### src/shared/oscsel_consts.svh
// Purpose: Constants for the oscillator select and clock divider block
// Assumes: AHB-Lite word registers, 16-bit data in the low half
// Notes: Contract list follows
//
// Contract
// - Power-on clock mode comes from initial source config; 111 is fast RC divide-by-N.
// - Primary modes take submode config: 10 high-speed, 01 crystal, 00 external.
// - Current source field, bits 14-12, read-only, shows source in use.
// - Requested source field bits 10-8, eight codes, power-on value from config.
// - Source lock bit 7 blocks switching when switch enabled, monitor off.
// - Pin select lock bit 6 set rejects pin select register writes.
// - PLL lock bit 5 reads 1 when locked or start-up timer elapsed; code has no timer, shows lock input only with a PLL source or a switch running.
// - Clock fail bit 3 set by monitor; software reads and clears it.
// - Secondary oscillator enable bit 1 turns secondary oscillator on or off; code keeps it on while secondary is the current source.
// - Switch request bit 0 starts switch; hardware clears it when done.
// - Oscillator control writes accepted only after unlock sequence.
// - Recover bit 15 set lets any interrupt clear reduction enable.
// - Reduction field bits 14-12 divides processor clock by two to the code; default 011.
// - Reduction enable bit 11 applies ratio; clear forces 1:1.
// - Fast RC postscale bits 10-8: 1 to 64 for 000-110, 256 for 111.
// - VCO divider bits 7-6: 00 by 2, 01 by 4 default, 11 by 8.
// - Input prescaler bits 4-0 divides by code plus two.
// - Unimplemented bits read as zero.
// - Instruction clock is oscillator output divided by two.
// - Multiplier from 9-bit feedback field equals code plus two; default 50.
// - Valid switch clears lock and fail, waits ready, 10 cycles, switches, clears request.
// - Switch config unprogrammed disables switching; request held 0.
`ifndef OSCSEL_CONSTS_SVH
`define OSCSEL_CONSTS_SVH
`define OSCSEL_ADDR_OSC_CTRL   32'h0000_0000
`define OSCSEL_ADDR_CLK_DIV    32'h0000_0004
`define OSCSEL_ADDR_FEEDBACK   32'h0000_0008
`define OSCSEL_ADDR_UNLOCK     32'h0000_000C
`define OSCSEL_UNLOCK_KEY1     16'h0046
`define OSCSEL_UNLOCK_KEY2     16'h0057
`define OSCSEL_CLK_DIV_RESET   16'h3040
`define OSCSEL_FEEDBACK_RESET  9'h030
`define OSCSEL_SRC_FAST_RC     3'h0
`define OSCSEL_SRC_FAST_RC_PLL 3'h1
`define OSCSEL_SRC_PRI         3'h2
`define OSCSEL_SRC_PRI_PLL     3'h3
`define OSCSEL_SRC_SEC         3'h4
`define OSCSEL_SETTLE_CYCLES   4'hA
`define OSCSEL_CNT_ONE         4'h1
`define OSCSEL_VCO_RESERVED    2'h2
`define OSCSEL_CC_CUR_HI       14
`define OSCSEL_CC_CUR_LO       12
`define OSCSEL_CC_REQ_HI       10
`define OSCSEL_CC_REQ_LO       8
`define OSCSEL_CC_SRC_LOCK     7
`define OSCSEL_CC_PIN_LOCK     6
`define OSCSEL_CC_PLL_LOCK     5
`define OSCSEL_CC_FAIL         3
`define OSCSEL_CC_SEC_ON       1
`define OSCSEL_CC_SWITCH       0
`define OSCSEL_CD_RECOVER      15
`define OSCSEL_CD_RED_EN       11
`define OSCSEL_HTRANS_NONSEQ   2'h2
`endif

### src/shared/oscsel_pkg.sv
// Purpose: Types for the oscillator select and clock divider block
// Assumes: Constants header holds the numbers
// Notes: Packed carriers only
package oscsel_pkg;
	typedef struct packed {
		logic        recover_on_irq;
		logic [2:0]  proc_clock_reduction;
		logic        reduction_enable;
		logic [2:0]  fast_rc_postscale;
		logic [1:0]  vco_out_divider;
		logic        unused_bit;
		logic [4:0]  phase_input_divider;
	} oscsel_clk_div_t;
	typedef struct packed {
		logic        enable;
		logic [2:0]  source;
		logic [1:0]  submode;
		logic [7:0]  proc_div;
		logic [8:0]  fast_rc_div;
		logic [3:0]  vco_div;
		logic [5:0]  input_div;
		logic [9:0]  multiplier;
	} oscsel_clk_cfg_t;
	typedef enum logic [1:0] {
		OSCSEL_IDLE,
		OSCSEL_WAIT_READY,
		OSCSEL_SETTLE
	} oscsel_state_t;
endpackage

### src/core/oscsel_top.sv
// Purpose: Oscillator source selection and clock divider control registers
// Assumes: AHB-Lite slave, zero wait states, OKAY always
// Notes: Analog oscillators sit outside; readiness arrives on inputs
`timescale 1ns/1ns
`include "oscsel_consts.svh"
module oscsel_top (
	input  wire logic                    clk_in,
	input  wire logic                    nrst_in,
	input  wire logic                    hsel_in,
	input  wire logic [31:0]             haddr_in,
	input  wire logic [1:0]              htrans_in,
	input  wire logic                    hwrite_in,
	input  wire logic [2:0]              hsize_in,
	input  wire logic [31:0]             hwdata_in,
	input  wire logic                    hready_in,
	output logic      [31:0]             hrdata_out,
	output logic                         hreadyout_out,
	output logic                         hresp_out,
	input  wire logic [2:0]              initial_source_cfg_in,
	input  wire logic [1:0]              primary_submode_cfg_in,
	input  wire logic [1:0]              switch_monitor_cfg_in,
	input  wire logic                    osc_ready_in,
	input  wire logic                    pll_locked_in,
	input  wire logic                    clock_fail_in,
	input  wire logic                    new_source_tick_in,
	input  wire logic                    irq_in,
	output oscsel_pkg::oscsel_clk_cfg_t  clk_cfg_out,
	output logic      [2:0]              start_source_out,
	output logic                         start_source_en_out,
	output logic                         secondary_osc_on_out,
	output logic                         pin_select_lock_out
);
	logic [2:0]                  current_source_sel_q;
	logic [2:0]                  requested_source_sel_q;
	logic                        source_lock_q;
	logic                        pin_select_lock_q;
	logic                        pll_lock_q;
	logic                        clock_fail_flag_q;
	logic                        secondary_osc_on_q;
	logic                        switch_request_q;
	oscsel_pkg::oscsel_clk_div_t clk_div_q;
	logic [8:0]                  feedback_multiplier_q;
	logic [1:0]                  submode_q;
	logic                        cfg_loaded_q;
	logic [1:0]                  unlock_q;
	oscsel_pkg::oscsel_state_t   state_q;
	logic [3:0]                  settle_q;
	logic                        wr_pend_q;
	logic [31:0]                 wr_addr_q;
	logic                        switch_enabled;
	logic                        monitor_enabled;
	logic                        bus_take;
	logic                        wr_osc;
	logic                        wr_div;
	logic                        wr_fb;
	logic                        wr_key;
	logic [15:0]                 wdata;
	logic                        switch_start;
	logic                        switch_done;
	logic                        req_redundant;

	function automatic logic [15:0] osc_ctrl_word(input logic [2:0] cur, input logic [2:0] req,
		input logic s_lock, input logic p_lock, input logic plk, input logic fail,
		input logic sec, input logic sw);
		osc_ctrl_word = {1'b0, cur, 1'b0, req, s_lock, p_lock, plk, 1'b0, fail, 1'b0, sec, sw};
	endfunction

	function automatic logic [8:0] pow2(input logic [2:0] code);
		pow2 = 9'h001 << code;
	endfunction

	assign switch_enabled  = ~switch_monitor_cfg_in[1];
	assign monitor_enabled = switch_monitor_cfg_in == 2'h0;
	assign bus_take        = hsel_in & hready_in & (htrans_in == `OSCSEL_HTRANS_NONSEQ);
	assign wdata           = hwdata_in[15:0];
	assign wr_osc          = wr_pend_q & (wr_addr_q == `OSCSEL_ADDR_OSC_CTRL) & (unlock_q == 2'h2);
	assign wr_div          = wr_pend_q & (wr_addr_q == `OSCSEL_ADDR_CLK_DIV);
	assign wr_fb           = wr_pend_q & (wr_addr_q == `OSCSEL_ADDR_FEEDBACK);
	assign wr_key          = wr_pend_q & (wr_addr_q == `OSCSEL_ADDR_UNLOCK);
	assign req_redundant   = requested_source_sel_q == current_source_sel_q;
	assign switch_start    = (state_q == oscsel_pkg::OSCSEL_IDLE) & switch_request_q
		& ~req_redundant & ~(source_lock_q & (switch_monitor_cfg_in == 2'h1));
	assign switch_done     = (state_q == oscsel_pkg::OSCSEL_SETTLE) & new_source_tick_in
		& (settle_q == `OSCSEL_CNT_ONE);
	assign hreadyout_out   = 1'b1;
	assign hresp_out       = 1'b0;

	// Bus write capture for the data phase
	always_ff @(posedge clk_in or negedge nrst_in) begin
		if (!nrst_in) begin
			wr_pend_q <= 1'b0;
			wr_addr_q <= 32'h0000_0000;
		end else begin
			wr_pend_q <= bus_take & hwrite_in;
			wr_addr_q <= haddr_in;
		end
	end

	// Read data register
	always_ff @(posedge clk_in or negedge nrst_in) begin
		if (!nrst_in) begin
			hrdata_out <= 32'h0000_0000;
		end else if (bus_take & ~hwrite_in) begin
			unique case (haddr_in)
				`OSCSEL_ADDR_OSC_CTRL: hrdata_out <= {16'h0000, osc_ctrl_word(current_source_sel_q,
					requested_source_sel_q, source_lock_q, pin_select_lock_q, pll_lock_q,
					clock_fail_flag_q, secondary_osc_on_q, switch_request_q)};
				`OSCSEL_ADDR_CLK_DIV:  hrdata_out <= {16'h0000, clk_div_q & 16'hFFDF};
				`OSCSEL_ADDR_FEEDBACK: hrdata_out <= {23'h00_0000, feedback_multiplier_q};
				default:               hrdata_out <= 32'h0000_0000;
			endcase
		end
	end

	// Unlock sequence: two keys, then one control write
	always_ff @(posedge clk_in or negedge nrst_in) begin
		if (!nrst_in) begin
			unlock_q <= 2'h0;
		end else if (wr_key & (wdata == `OSCSEL_UNLOCK_KEY1)) begin
			unlock_q <= 2'h1;
		end else if (wr_key & (unlock_q == 2'h1) & (wdata == `OSCSEL_UNLOCK_KEY2)) begin
			unlock_q <= 2'h2;
		end else if (wr_pend_q) begin
			unlock_q <= 2'h0;
		end
	end

	// Configuration capture after reset release
	always_ff @(posedge clk_in or negedge nrst_in) begin
		if (!nrst_in) begin
			cfg_loaded_q <= 1'b0;
			submode_q    <= 2'h0;
		end else if (!cfg_loaded_q) begin
			cfg_loaded_q <= 1'b1;
			submode_q    <= primary_submode_cfg_in;
		end
	end

	// Source selection fields
	always_ff @(posedge clk_in or negedge nrst_in) begin
		if (!nrst_in) begin
			current_source_sel_q   <= 3'h7;
			requested_source_sel_q <= 3'h7;
		end else if (!cfg_loaded_q) begin
			current_source_sel_q   <= initial_source_cfg_in;
			requested_source_sel_q <= initial_source_cfg_in;
		end else begin
			if (wr_osc & switch_enabled)
				requested_source_sel_q <= wdata[`OSCSEL_CC_REQ_HI:`OSCSEL_CC_REQ_LO];
			if (switch_done)
				current_source_sel_q <= requested_source_sel_q;
		end
	end

	// Lock bits and secondary enable
	always_ff @(posedge clk_in or negedge nrst_in) begin
		if (!nrst_in) begin
			source_lock_q      <= 1'b0;
			pin_select_lock_q  <= 1'b0;
			secondary_osc_on_q <= 1'b0;
		end else if (wr_osc) begin
			source_lock_q      <= wdata[`OSCSEL_CC_SRC_LOCK];
			pin_select_lock_q  <= wdata[`OSCSEL_CC_PIN_LOCK];
			secondary_osc_on_q <= wdata[`OSCSEL_CC_SEC_ON];
		end
	end

	// Switch request: software sets, hardware clears
	always_ff @(posedge clk_in or negedge nrst_in) begin
		if (!nrst_in) begin
			switch_request_q <= 1'b0;
		end else if (!switch_enabled) begin
			switch_request_q <= 1'b0;
		end else if (switch_done | (switch_request_q & req_redundant
			& (state_q == oscsel_pkg::OSCSEL_IDLE))) begin
			switch_request_q <= 1'b0;
		end else if (wr_osc & wdata[`OSCSEL_CC_SWITCH]) begin
			switch_request_q <= 1'b1;
		end
	end

	// Clock fail flag; a new failure wins over a clear
	always_ff @(posedge clk_in or negedge nrst_in) begin
		if (!nrst_in) begin
			clock_fail_flag_q <= 1'b0;
		end else if (clock_fail_in & monitor_enabled) begin
			clock_fail_flag_q <= 1'b1;
		end else if (switch_start | (wr_osc & ~wdata[`OSCSEL_CC_FAIL])) begin
			clock_fail_flag_q <= 1'b0;
		end
	end

	// PLL lock status
	always_ff @(posedge clk_in or negedge nrst_in) begin
		if (!nrst_in) begin
			pll_lock_q <= 1'b0;
		end else if (switch_start) begin
			pll_lock_q <= 1'b0;
		end else begin
			pll_lock_q <= pll_locked_in & ((current_source_sel_q == `OSCSEL_SRC_FAST_RC_PLL)
				| (current_source_sel_q == `OSCSEL_SRC_PRI_PLL)
				| (state_q != oscsel_pkg::OSCSEL_IDLE));
		end
	end

	// Switch sequencer
	always_ff @(posedge clk_in or negedge nrst_in) begin
		if (!nrst_in) begin
			state_q  <= oscsel_pkg::OSCSEL_IDLE;
			settle_q <= 4'h0;
		end else begin
			unique case (state_q)
				oscsel_pkg::OSCSEL_IDLE: begin
					if (switch_start)
						state_q <= oscsel_pkg::OSCSEL_WAIT_READY;
				end
				oscsel_pkg::OSCSEL_WAIT_READY: begin
					if (osc_ready_in & (pll_locked_in
						| ((requested_source_sel_q != `OSCSEL_SRC_FAST_RC_PLL)
						& (requested_source_sel_q != `OSCSEL_SRC_PRI_PLL)))) begin
						state_q  <= oscsel_pkg::OSCSEL_SETTLE;
						settle_q <= `OSCSEL_SETTLE_CYCLES;
					end
				end
				oscsel_pkg::OSCSEL_SETTLE: begin
					if (new_source_tick_in) begin
						settle_q <= settle_q - `OSCSEL_CNT_ONE;
						if (settle_q == `OSCSEL_CNT_ONE)
							state_q <= oscsel_pkg::OSCSEL_IDLE;
					end
				end
			endcase
		end
	end

	// Clock divisor register and recover on interrupt
	always_ff @(posedge clk_in or negedge nrst_in) begin
		if (!nrst_in) begin
			clk_div_q <= `OSCSEL_CLK_DIV_RESET;
		end else begin
			if (wr_div) begin
				clk_div_q <= wdata;
				if (wdata[7:6] == `OSCSEL_VCO_RESERVED)
					clk_div_q.vco_out_divider <= clk_div_q.vco_out_divider;
			end
			if (irq_in & clk_div_q.recover_on_irq)
				clk_div_q.reduction_enable <= 1'b0;
		end
	end

	// Feedback multiplier register
	always_ff @(posedge clk_in or negedge nrst_in) begin
		if (!nrst_in) begin
			feedback_multiplier_q <= `OSCSEL_FEEDBACK_RESET;
		end else if (wr_fb) begin
			feedback_multiplier_q <= hwdata_in[8:0];
		end
	end

	// Decoded clock configuration outputs
	always_ff @(posedge clk_in or negedge nrst_in) begin
		if (!nrst_in) begin
			clk_cfg_out          <= '0;
			start_source_out     <= 3'h0;
			start_source_en_out  <= 1'b0;
			secondary_osc_on_out <= 1'b0;
			pin_select_lock_out  <= 1'b0;
		end else begin
			clk_cfg_out.enable      <= cfg_loaded_q;
			clk_cfg_out.source      <= current_source_sel_q;
			clk_cfg_out.submode     <= submode_q;
			clk_cfg_out.proc_div    <= clk_div_q.reduction_enable
				? 8'(pow2(clk_div_q.proc_clock_reduction)) : 8'h01;
			clk_cfg_out.fast_rc_div <= (clk_div_q.fast_rc_postscale == 3'h7)
				? 9'h100 : pow2(clk_div_q.fast_rc_postscale);
			clk_cfg_out.vco_div     <= (clk_div_q.vco_out_divider == 2'h3)
				? 4'h8 : 4'(pow2({1'b0, clk_div_q.vco_out_divider} + 3'h1));
			clk_cfg_out.input_div   <= {1'b0, clk_div_q.phase_input_divider} + 6'h02;
			clk_cfg_out.multiplier  <= {1'b0, feedback_multiplier_q} + 10'h002;
			start_source_out        <= requested_source_sel_q;
			start_source_en_out     <= state_q != oscsel_pkg::OSCSEL_IDLE;
			secondary_osc_on_out    <= secondary_osc_on_q | (current_source_sel_q == `OSCSEL_SRC_SEC);
			pin_select_lock_out     <= pin_select_lock_q;
		end
	end
	// Instruction clock is oscillator over two, applied by the clock tree
	// Direct PLL to PLL switches are software's duty
endmodule

### config.mk
export PLATFORM = sky130hd
export DESIGN_NAME = oscsel_top
export DESIGN_NICKNAME = d
export VERILOG_FILES = /design/src/shared/oscsel_pkg.sv /design/src/core/oscsel_top.sv
export VERILOG_INCLUDE_DIRS = /design/src /design/src/shared
export SDC_FILE = /design/constraint.sdc
export NUM_CORES = 1
export LEC_CHECK = 0
export BUFFER_PORTS_ARGS = -buffer_cell sky130_fd_sc_hd__buf_4
export CAP_MARGIN = 20
export CORE_MARGIN = 2
export CORE_UTILIZATION = 46
export DETAILED_ROUTE_END_ITERATION = 7
export HOLD_SLACK_MARGIN = 0.12
export PLACE_DENSITY = 0.79
export SETUP_SLACK_MARGIN = 0.15
export SYNTH_ARGS = -nofsm -noshare
export SYNTH_HDL_FRONTEND = slang
export SYNTH_SLANG_ARGS = --single-unit
### constraint.sdc
create_clock -name clk_in -period 2 [get_ports clk_in]
set_input_delay 0.2 -clock clk_in [delete_from_list [all_inputs] [get_ports clk_in]]
set_output_delay 0.2 -clock clk_in [all_outputs]
set_load 0.005 [all_outputs]
==> results of run 1 <==
==> per-stage QoR <==
step	hold WS (ps)	TNS [ps]
after floorplan	-95.6	0
after global placement	164	0
after detailed placement	173	0
after CTS	138	0
after global routing	152	-884
final	141	0
==> critical path: cells and delay by family, from the launching register on <==
kind | cells | cell delay, ps
buf+inv | 3 | 520
flops | 1 | 390
simple gates | 3 | 660
mux | 1 | 300
==> power by group through the flow <==
stage / registers [mW] / logic (mW) / clock network, mW
4_1_cts: 3.18 / 0.834 / 3.26
2_1_floorplan: 3.19 / 0.425 / 0
3_5_place_dp: 3.22 / 0.732 / 0
3_3_place_gp: 3.21 / 0.689 / 0
5_1_grt: 3.19 / 0.949 / 3.41
6_report: 3.18 / 0.842 / 3.24
==> final timing paths <==
| check | slack, ps | startpoint | depth (start not counted) | to |
|---|---|---|---|---|
| worst max-delay path | 8 | wr_addr_q[9] | 7 | clk_div_q[3] |
| worst min-delay path | 140 | hwdata_in[11] | 3 | clk_div_q[11] |
| worst max register to register | 8 | wr_addr_q[9] | 7 | clk_div_q[3] |
| worst min register to register | 380 | submode_q[0] | 0 | clk_cfg_out[37] |
| max in group asynchronous | 1010 | nrst_in | 3 | clk_div_q[13] |
| min in group asynchronous | 290 | nrst_in | 2 | clk_cfg_out[1] |
==> routing by layer <==
metal | track usage | part of all wire
met1 | 0.251 | 0.40
met2 | 0.380 | 0.52
met3 | 0.0654 | 0.062
met4 | 0.0667 | 0.020
met5 | 0 | 0
==> layout make-up <==
cell class | count | area, um^2 | area share
inverter | 13 | 48.8 | 0.00584
clock inverter | 10 | 134 | 0.0160
clock buffer | 22 | 474 | 0.0568
timing repair buffer | 209 | 1800 | 0.216
sequential | 144 | 3620 | 0.433
multi-input combinational | 267 | 2070 | 0.247
tap | 168 | 210 | 0.0252
==> cells in the final DEF (no fill, tap or decap), drive strengths merged, types with 2 or more instances in the layout <==
cell type / instances
o31ai: 3
a21oi: 6
nor4b: 4
dlygate4sd3: 61
nor2b: 4
nor4: 16
o21a: 2
ha: 8
xor2: 3
nand2b: 10
inv: 14
conb: 21
nor3: 6
buf: 147
dfstp: 11
dfrtp: 133
mux2i: 18
a31oi: 4
xnor2: 8
nor2: 19
clkinv: 4
and3: 4
clkinvlp: 2
mux2: 26
nor3b: 5
or3: 3
nand3b: 3
o21ai: 23
a22o: 13
bufinv: 3
nand4: 5
nand2: 35
nand3: 6
clkbuf: 23
a21o: 2
==> cells by family after synthesis <==
| kind of cell | Yosys count | synth area share |
|---|---|---|
| flip-flops | 144 | 0.635 |
| AND/OR/NAND/NOR | 126 | 0.133 |
| AO/OA/AOI/OAI | 57 | 0.0672 |
| buffers and inverters | 46 | 0.0453 |
| multiplexers | 44 | 0.0831 |
| XOR/XNOR | 11 | 0.0169 |
| adder cells (fa/ha/maj) | 8 | 0.0176 |
| other | 2 | 0.00132 |
==> sequential cells by signal (all words and copies together) (netlist names), 2 cells and up <==
name and flops:
clk_cfg_out 42, clk_div_q 15, current_source_sel_q 3, feedback_multiplier_q 9
hrdata_out 16, requested_source_sel_q 3, settle_q 4, start_source_out 3
state_q 2, submode_q 2, unlock_q 2, wr_addr_q 32
==> repair_timing <==
item | in CTS | in global routing
hold buffers | 61 | 0
setup buffers | 1 | 3
cloned | 0 | 1
setup endpoints to repair | 32 | 45
resized for setup | 8 | 26
hold endpoints to repair | 118 | 0
pin swaps | 4 | 9
==> impl_metrics.py, run 1 <==
metrics = {
    "status": {
        "status": "finished, final reports clean",
    },
    "yosys": {
        "synth.top_cell.area_share": 0.584,
        "ys_seq_area_frac": 0.635,
        "synth_area_leaders": "dfrtp_1 (58%), dfstp_2 (5.1%), mux2_2 (4.9%)",
        "yosys_register_bits": 144,
        "synthesis.area_per_instance_um2": 13.0,
        "netlist_instances": 438,
        "synthDistinctLibCells": 52,
        "yosys-top-cells-count": "dfrtp_1 (133), nand2_1 (35), mux2_2 (25)",
        "syn_area_um2": 5690,
        "yosys.cell_count.top_type": "dfrtp_1",
        "ys_dominant_reg_cell": "dfrtp_1",
        "synth-edff-count": 0,
        "synth-async-reset-ratio": 1.00,
        "yosys.area.top_type": "dfrtp_1",
        "yosys_warnings": 0,
    },
    "finish": {
        "fillCellCount": 811,
        "final_area_um2": 8350,
        "syn_to_final_growth_pct": 46.7,
        "nNetsFinal": 746,
        "final_cells": 833,
        "drive_above_1_share": 0.359,
        "finalCoreUtilization": 0.693,
        "diodes": 0,
    },
    "critical_path": {
        "critPathKind": "reg -> reg",
        "start_kind": "flop",
        "crit_top_cell": "nor4_4",
        "cp_data_arrival_time_ps": 2290,
        "crit_chain": "nor4_4 -> nand4_2 -> buf_6 -> nor4_4 -> buf_4 -> clkbuf_16 -> mux2_4",
        "critPathMaxStageDelay_ps": 390,
        "crit_slowest_cell": "dfrtp_1",
        "cp_max_fo": 7,
        "crit_required_ps": 2300,
        "endpoint_kind": "flop",
    },
    "job": {
        "cap_violations": 0,
    },
    "routing": {
        "drtIter0Drc": 196,
        "wire_per_inst_um": 17.1,
        "drtAntennaViolNets": 0,
        "drcViolationCount": 0,
        "routed_wl_mm": 14.3,
        "vias": 4253,
        "dr.pass1.iters": 4,
        "vias_per_cell": 5.11,
    },
    "sta": {
        "rsz0062_at_grt": "true",
        "skew_ps": 7.67,
        "relSlewSlack": 0.600,
        "tightest_slew_ps": 599,
        "setup_viol": 0,
        "hold_violations": 0,
        "slew_viol_final": 0,
        "fin_crit_ps": 1990,
        "fin_crit_sh": 0.996,
        "postLayoutSetupSlackWorst_ps": 8.12,
        "max_freq_mhz": 502,
    },
    "power_and_ir_drop": {
        "seq_power_share": 0.438,
        "p_clk_frac": 0.446,
        "intPower_mw": 5.55,
        "leakage_nw": 3.96,
        "ir_worst_vdd_v": 0.000550,
        "combPwrFrac": 0.116,
        "switching_share": 0.236,
        "p_total_mw": 7.26,
        "p_switching_mw": 1.71,
        "powerDensity_nw_per_um2": 869,
    },
    "global_routing": {
        "overflow": 0,
        "grt_max_degree": 52,
        "grt_pass1_vias": 4368,
        "grt_usage": 0.215,
        "antenna_found_initial": 0,
        "grt_first_pass_wirelength_mm": 21.4,
    },
    "place": {
        "post-place-ws_ps": 6.29,
        "dpl.hpwl_mm": 9.24,
        "placed_area_um2": 6920,
        "portBuffers": 130,
        "dp_cells": 735,
        "routabilityCongestion": 0.773,
    },
    "die": {
        "dieArea_um2": 13300,
        "die_h_um": 115,
        "die_x_um": 115,
        "start_util": 0.472,
        "core_um2": 12100,
        "pin_count": 169,
        "num_rows": 40,
    },
    "min_path": {
        "hp-class": "in -> reg",
    },
    "clocking": {
        "root_buffer": "clkbuf_16",
        "htree_num_levels": 4,
        "clock-sinks": 144,
        "clk_latency_ps": 420,
        "cts-buffers-inserted": 17,
        "path_clk_slew_ps": 60,
        "clk_path_buf_depth": 2,
        "cts_tree": "yes",
    },
}
Power figures use the tool's default switching activity.
==> run 2, diff against run 1 <==
Settings changed: PLACE_DENSITY 0.79 to 0.83.
==> impl_metrics.py, run 2 (same netlist as run 1, synthesis figures left out) <==
metrics = {
    "routing": {
        "routed_wl_mm": 14.2,
        "drtAntennaViolNets": 0,
        "vias_per_cell": 5.05,
        "drcViolationCount": 0,
        "wire_per_inst_um": 17.1,
        "vias": 4200,
        "dr.pass1.iters": 4,
        "drtIter0Drc": 227,
    },
    "global_routing": {
        "overflow": 0,
        "antenna_found_initial": 0,
        "grt_usage": 0.226,
        "grt_max_degree": 56,
        "grt_pass1_vias": 4373,
        "grt_first_pass_wirelength_mm": 22.2,
    },
    "sta": {
        "tightest_slew_ps": 533,
        "hold_violations": 0,
        "tns_ps": -290,
        "skew_ps": 7.75,
        "fin_crit_ps": 2040,
        "postLayoutSetupSlackWorst_ps": -37.7,
        "hold_ws_ps": 264,
        "relSlewSlack": 0.644,
        "max_freq_mhz": 491,
        "fin_crit_sh": 1.02,
        "setup_viol": 9,
        "slew_viol_final": 0,
        "rsz0062_at_grt": "true",
    },
    "die": {
        "die_h_um": 115,
        "start_util": 0.472,
        "core_um2": 12100,
        "pin_count": 169,
        "dieArea_um2": 13300,
        "num_rows": 40,
        "die_x_um": 115,
    },
    "critical_path": {
        "endpoint_kind": "flop",
        "crit_required_ps": 2300,
        "critPathMaxStageDelay_ps": 400,
        "critPathKind": "reg -> reg",
        "crit_chain": "nor4_4 -> nand4_1 -> or2_4 -> nor3b_4 -> buf_6 -> mux2_4",
        "crit_slowest_cell": "dfrtp_1",
        "start_kind": "flop",
        "cp_data_arrival_time_ps": 2340,
        "cp_max_fo": 5,
    },
    "finish": {
        "nNetsFinal": 744,
        "largest_reg_flops": 42,
        "mostFrequentLayoutCells": "buf_4 (138), dfrtp_1 (133), dlygate4sd3_1 (62), nand2_1 (35)",
        "top_regs": "clk_cfg_out: 42 flops, wr_addr_q: 32 flops, hrdata_out: 16 flops",
        "syn_to_final_growth_pct": 44.3,
        "fillCellCount": 848,
        "final_common_cell": "buf_4",
        "finalCoreUtilization": 0.681,
        "diodes": 0,
        "top_register": "clk_cfg_out",
        "final_cells": 831,
        "drive_above_1_share": 0.351,
    },
    "power_and_ir_drop": {
        "ir_worst_vdd_v": 0.000689,
        "leakage_nw": 3.92,
        "powerDensity_nw_per_um2": 865,
    },
    "job": {
        "cap_violations": 0,
    },
    "status": {
        "failed_checks": "negative setup slack",
        "status": "finished, violations left",
    },
    "min_path": {
        "hp-class": "in -> async",
    },
    "clocking": {
        "cts_tree": "yes",
        "clk_path_buf_depth": 2,
        "path_clk_slew_ps": 60,
        "root_buffer": "clkbuf_16",
        "clk_latency_ps": 420,
        "htree_num_levels": 4,
        "clock-sinks": 144,
        "cts-buffers-inserted": 17,
    },
    "place": {
        "routabilityCongestion": 0.809,
        "dp_cells": 733,
        "dpl.hpwl_mm": 9.06,
        "post-place-ws_ps": 10.2,
        "portBuffers": 130,
    },
}
==> run 2: cell types whose count changed in the layout (fill, tap and decap cells not counted), moves of 2 or more <==
cell	delta
mux2_2	+11
buf_6	-3
clkinv_2	+2
mux2_4	-11
==> run 2: metal layers <==
layer,GRT usage,wire [um],vias to the layer above
li1,-,-,1917
met1,0.255,5460,2106
met2,0.406,7730,148
met3,0.0611,686,29
met5,0,0,-
met4,0.0900,305,0
==> run 2: layout make-up <==
| cell class | count | area (um^2) | area share |
|---|---|---|---|
| repair buffers | 207 | 1760 | 0.214 |
| well taps | 168 | 210 | 0.0256 |
| multi-input cells | 267 | 2010 | 0.244 |
| clock inverters | 11 | 114 | 0.0139 |
| inverters | 13 | 48.8 | 0.00594 |
| flip-flops and latches | 144 | 3620 | 0.440 |
| clock buffers | 21 | 460 | 0.0560 |
==> run 2: report_power, final <==
| part | switching, mW | internal, mW |
|---|---|---|
| Clock | 1.18 | 1.89 |
| Sequential | 0.113 | 3.06 |
| Combinational | 0.426 | 0.438 |
| Total | 1.72 | 5.39 |
==> run 2: worst max-delay path, delay by kind of cell (launching register included) <==
family | cells | cell delay [ps]
and+or+nand+nor | 4 | 1030
DFF | 1 | 400
buffers and inverters | 1 | 180
muxes | 1 | 310
==> run 2: final timing paths <==
| check | startpoint | slack [ps] | to | cells after the start |
|---|---|---|---|---|
| worst min register to register | submode_q[1] | 380 | clk_cfg_out[38] | 0 |
| max in group asynchronous | nrst_in | 1070 | clk_div_q[13] | 3 |
| worst max-delay path | wr_addr_q[21] | -40 | feedback_multiplier_q[0] | 6 |
| worst min-delay path | nrst_in | 260 | clk_cfg_out[4] | 2 |
| min in group clk_in | osc_ready_in | 340 | state_q[0] | 6 |
| worst max register to register | wr_addr_q[21] | -40 | feedback_multiplier_q[0] | 6 |
==> run 2: metrics by stage <==
stage	total power, mW	area (um^2)
after floorplan	3.61	5810
after detailed placement	3.95	6900
final	7.11	8220
after global routing	7.39	8220
after CTS	7.10	8160
after global placement	3.90	6900
==> run 2: what timing repair did <==
action | 4_1_cts | 5_1_grt
endpoints found under the hold margin | 213 | 0
gates resized for setup | 9 | 11
pin swaps | 3 | 5
setup endpoints to repair | 33 | 46
gates cloned | 0 | 1
setup buffers | 2 | 1
hold buffers | 62 | 0
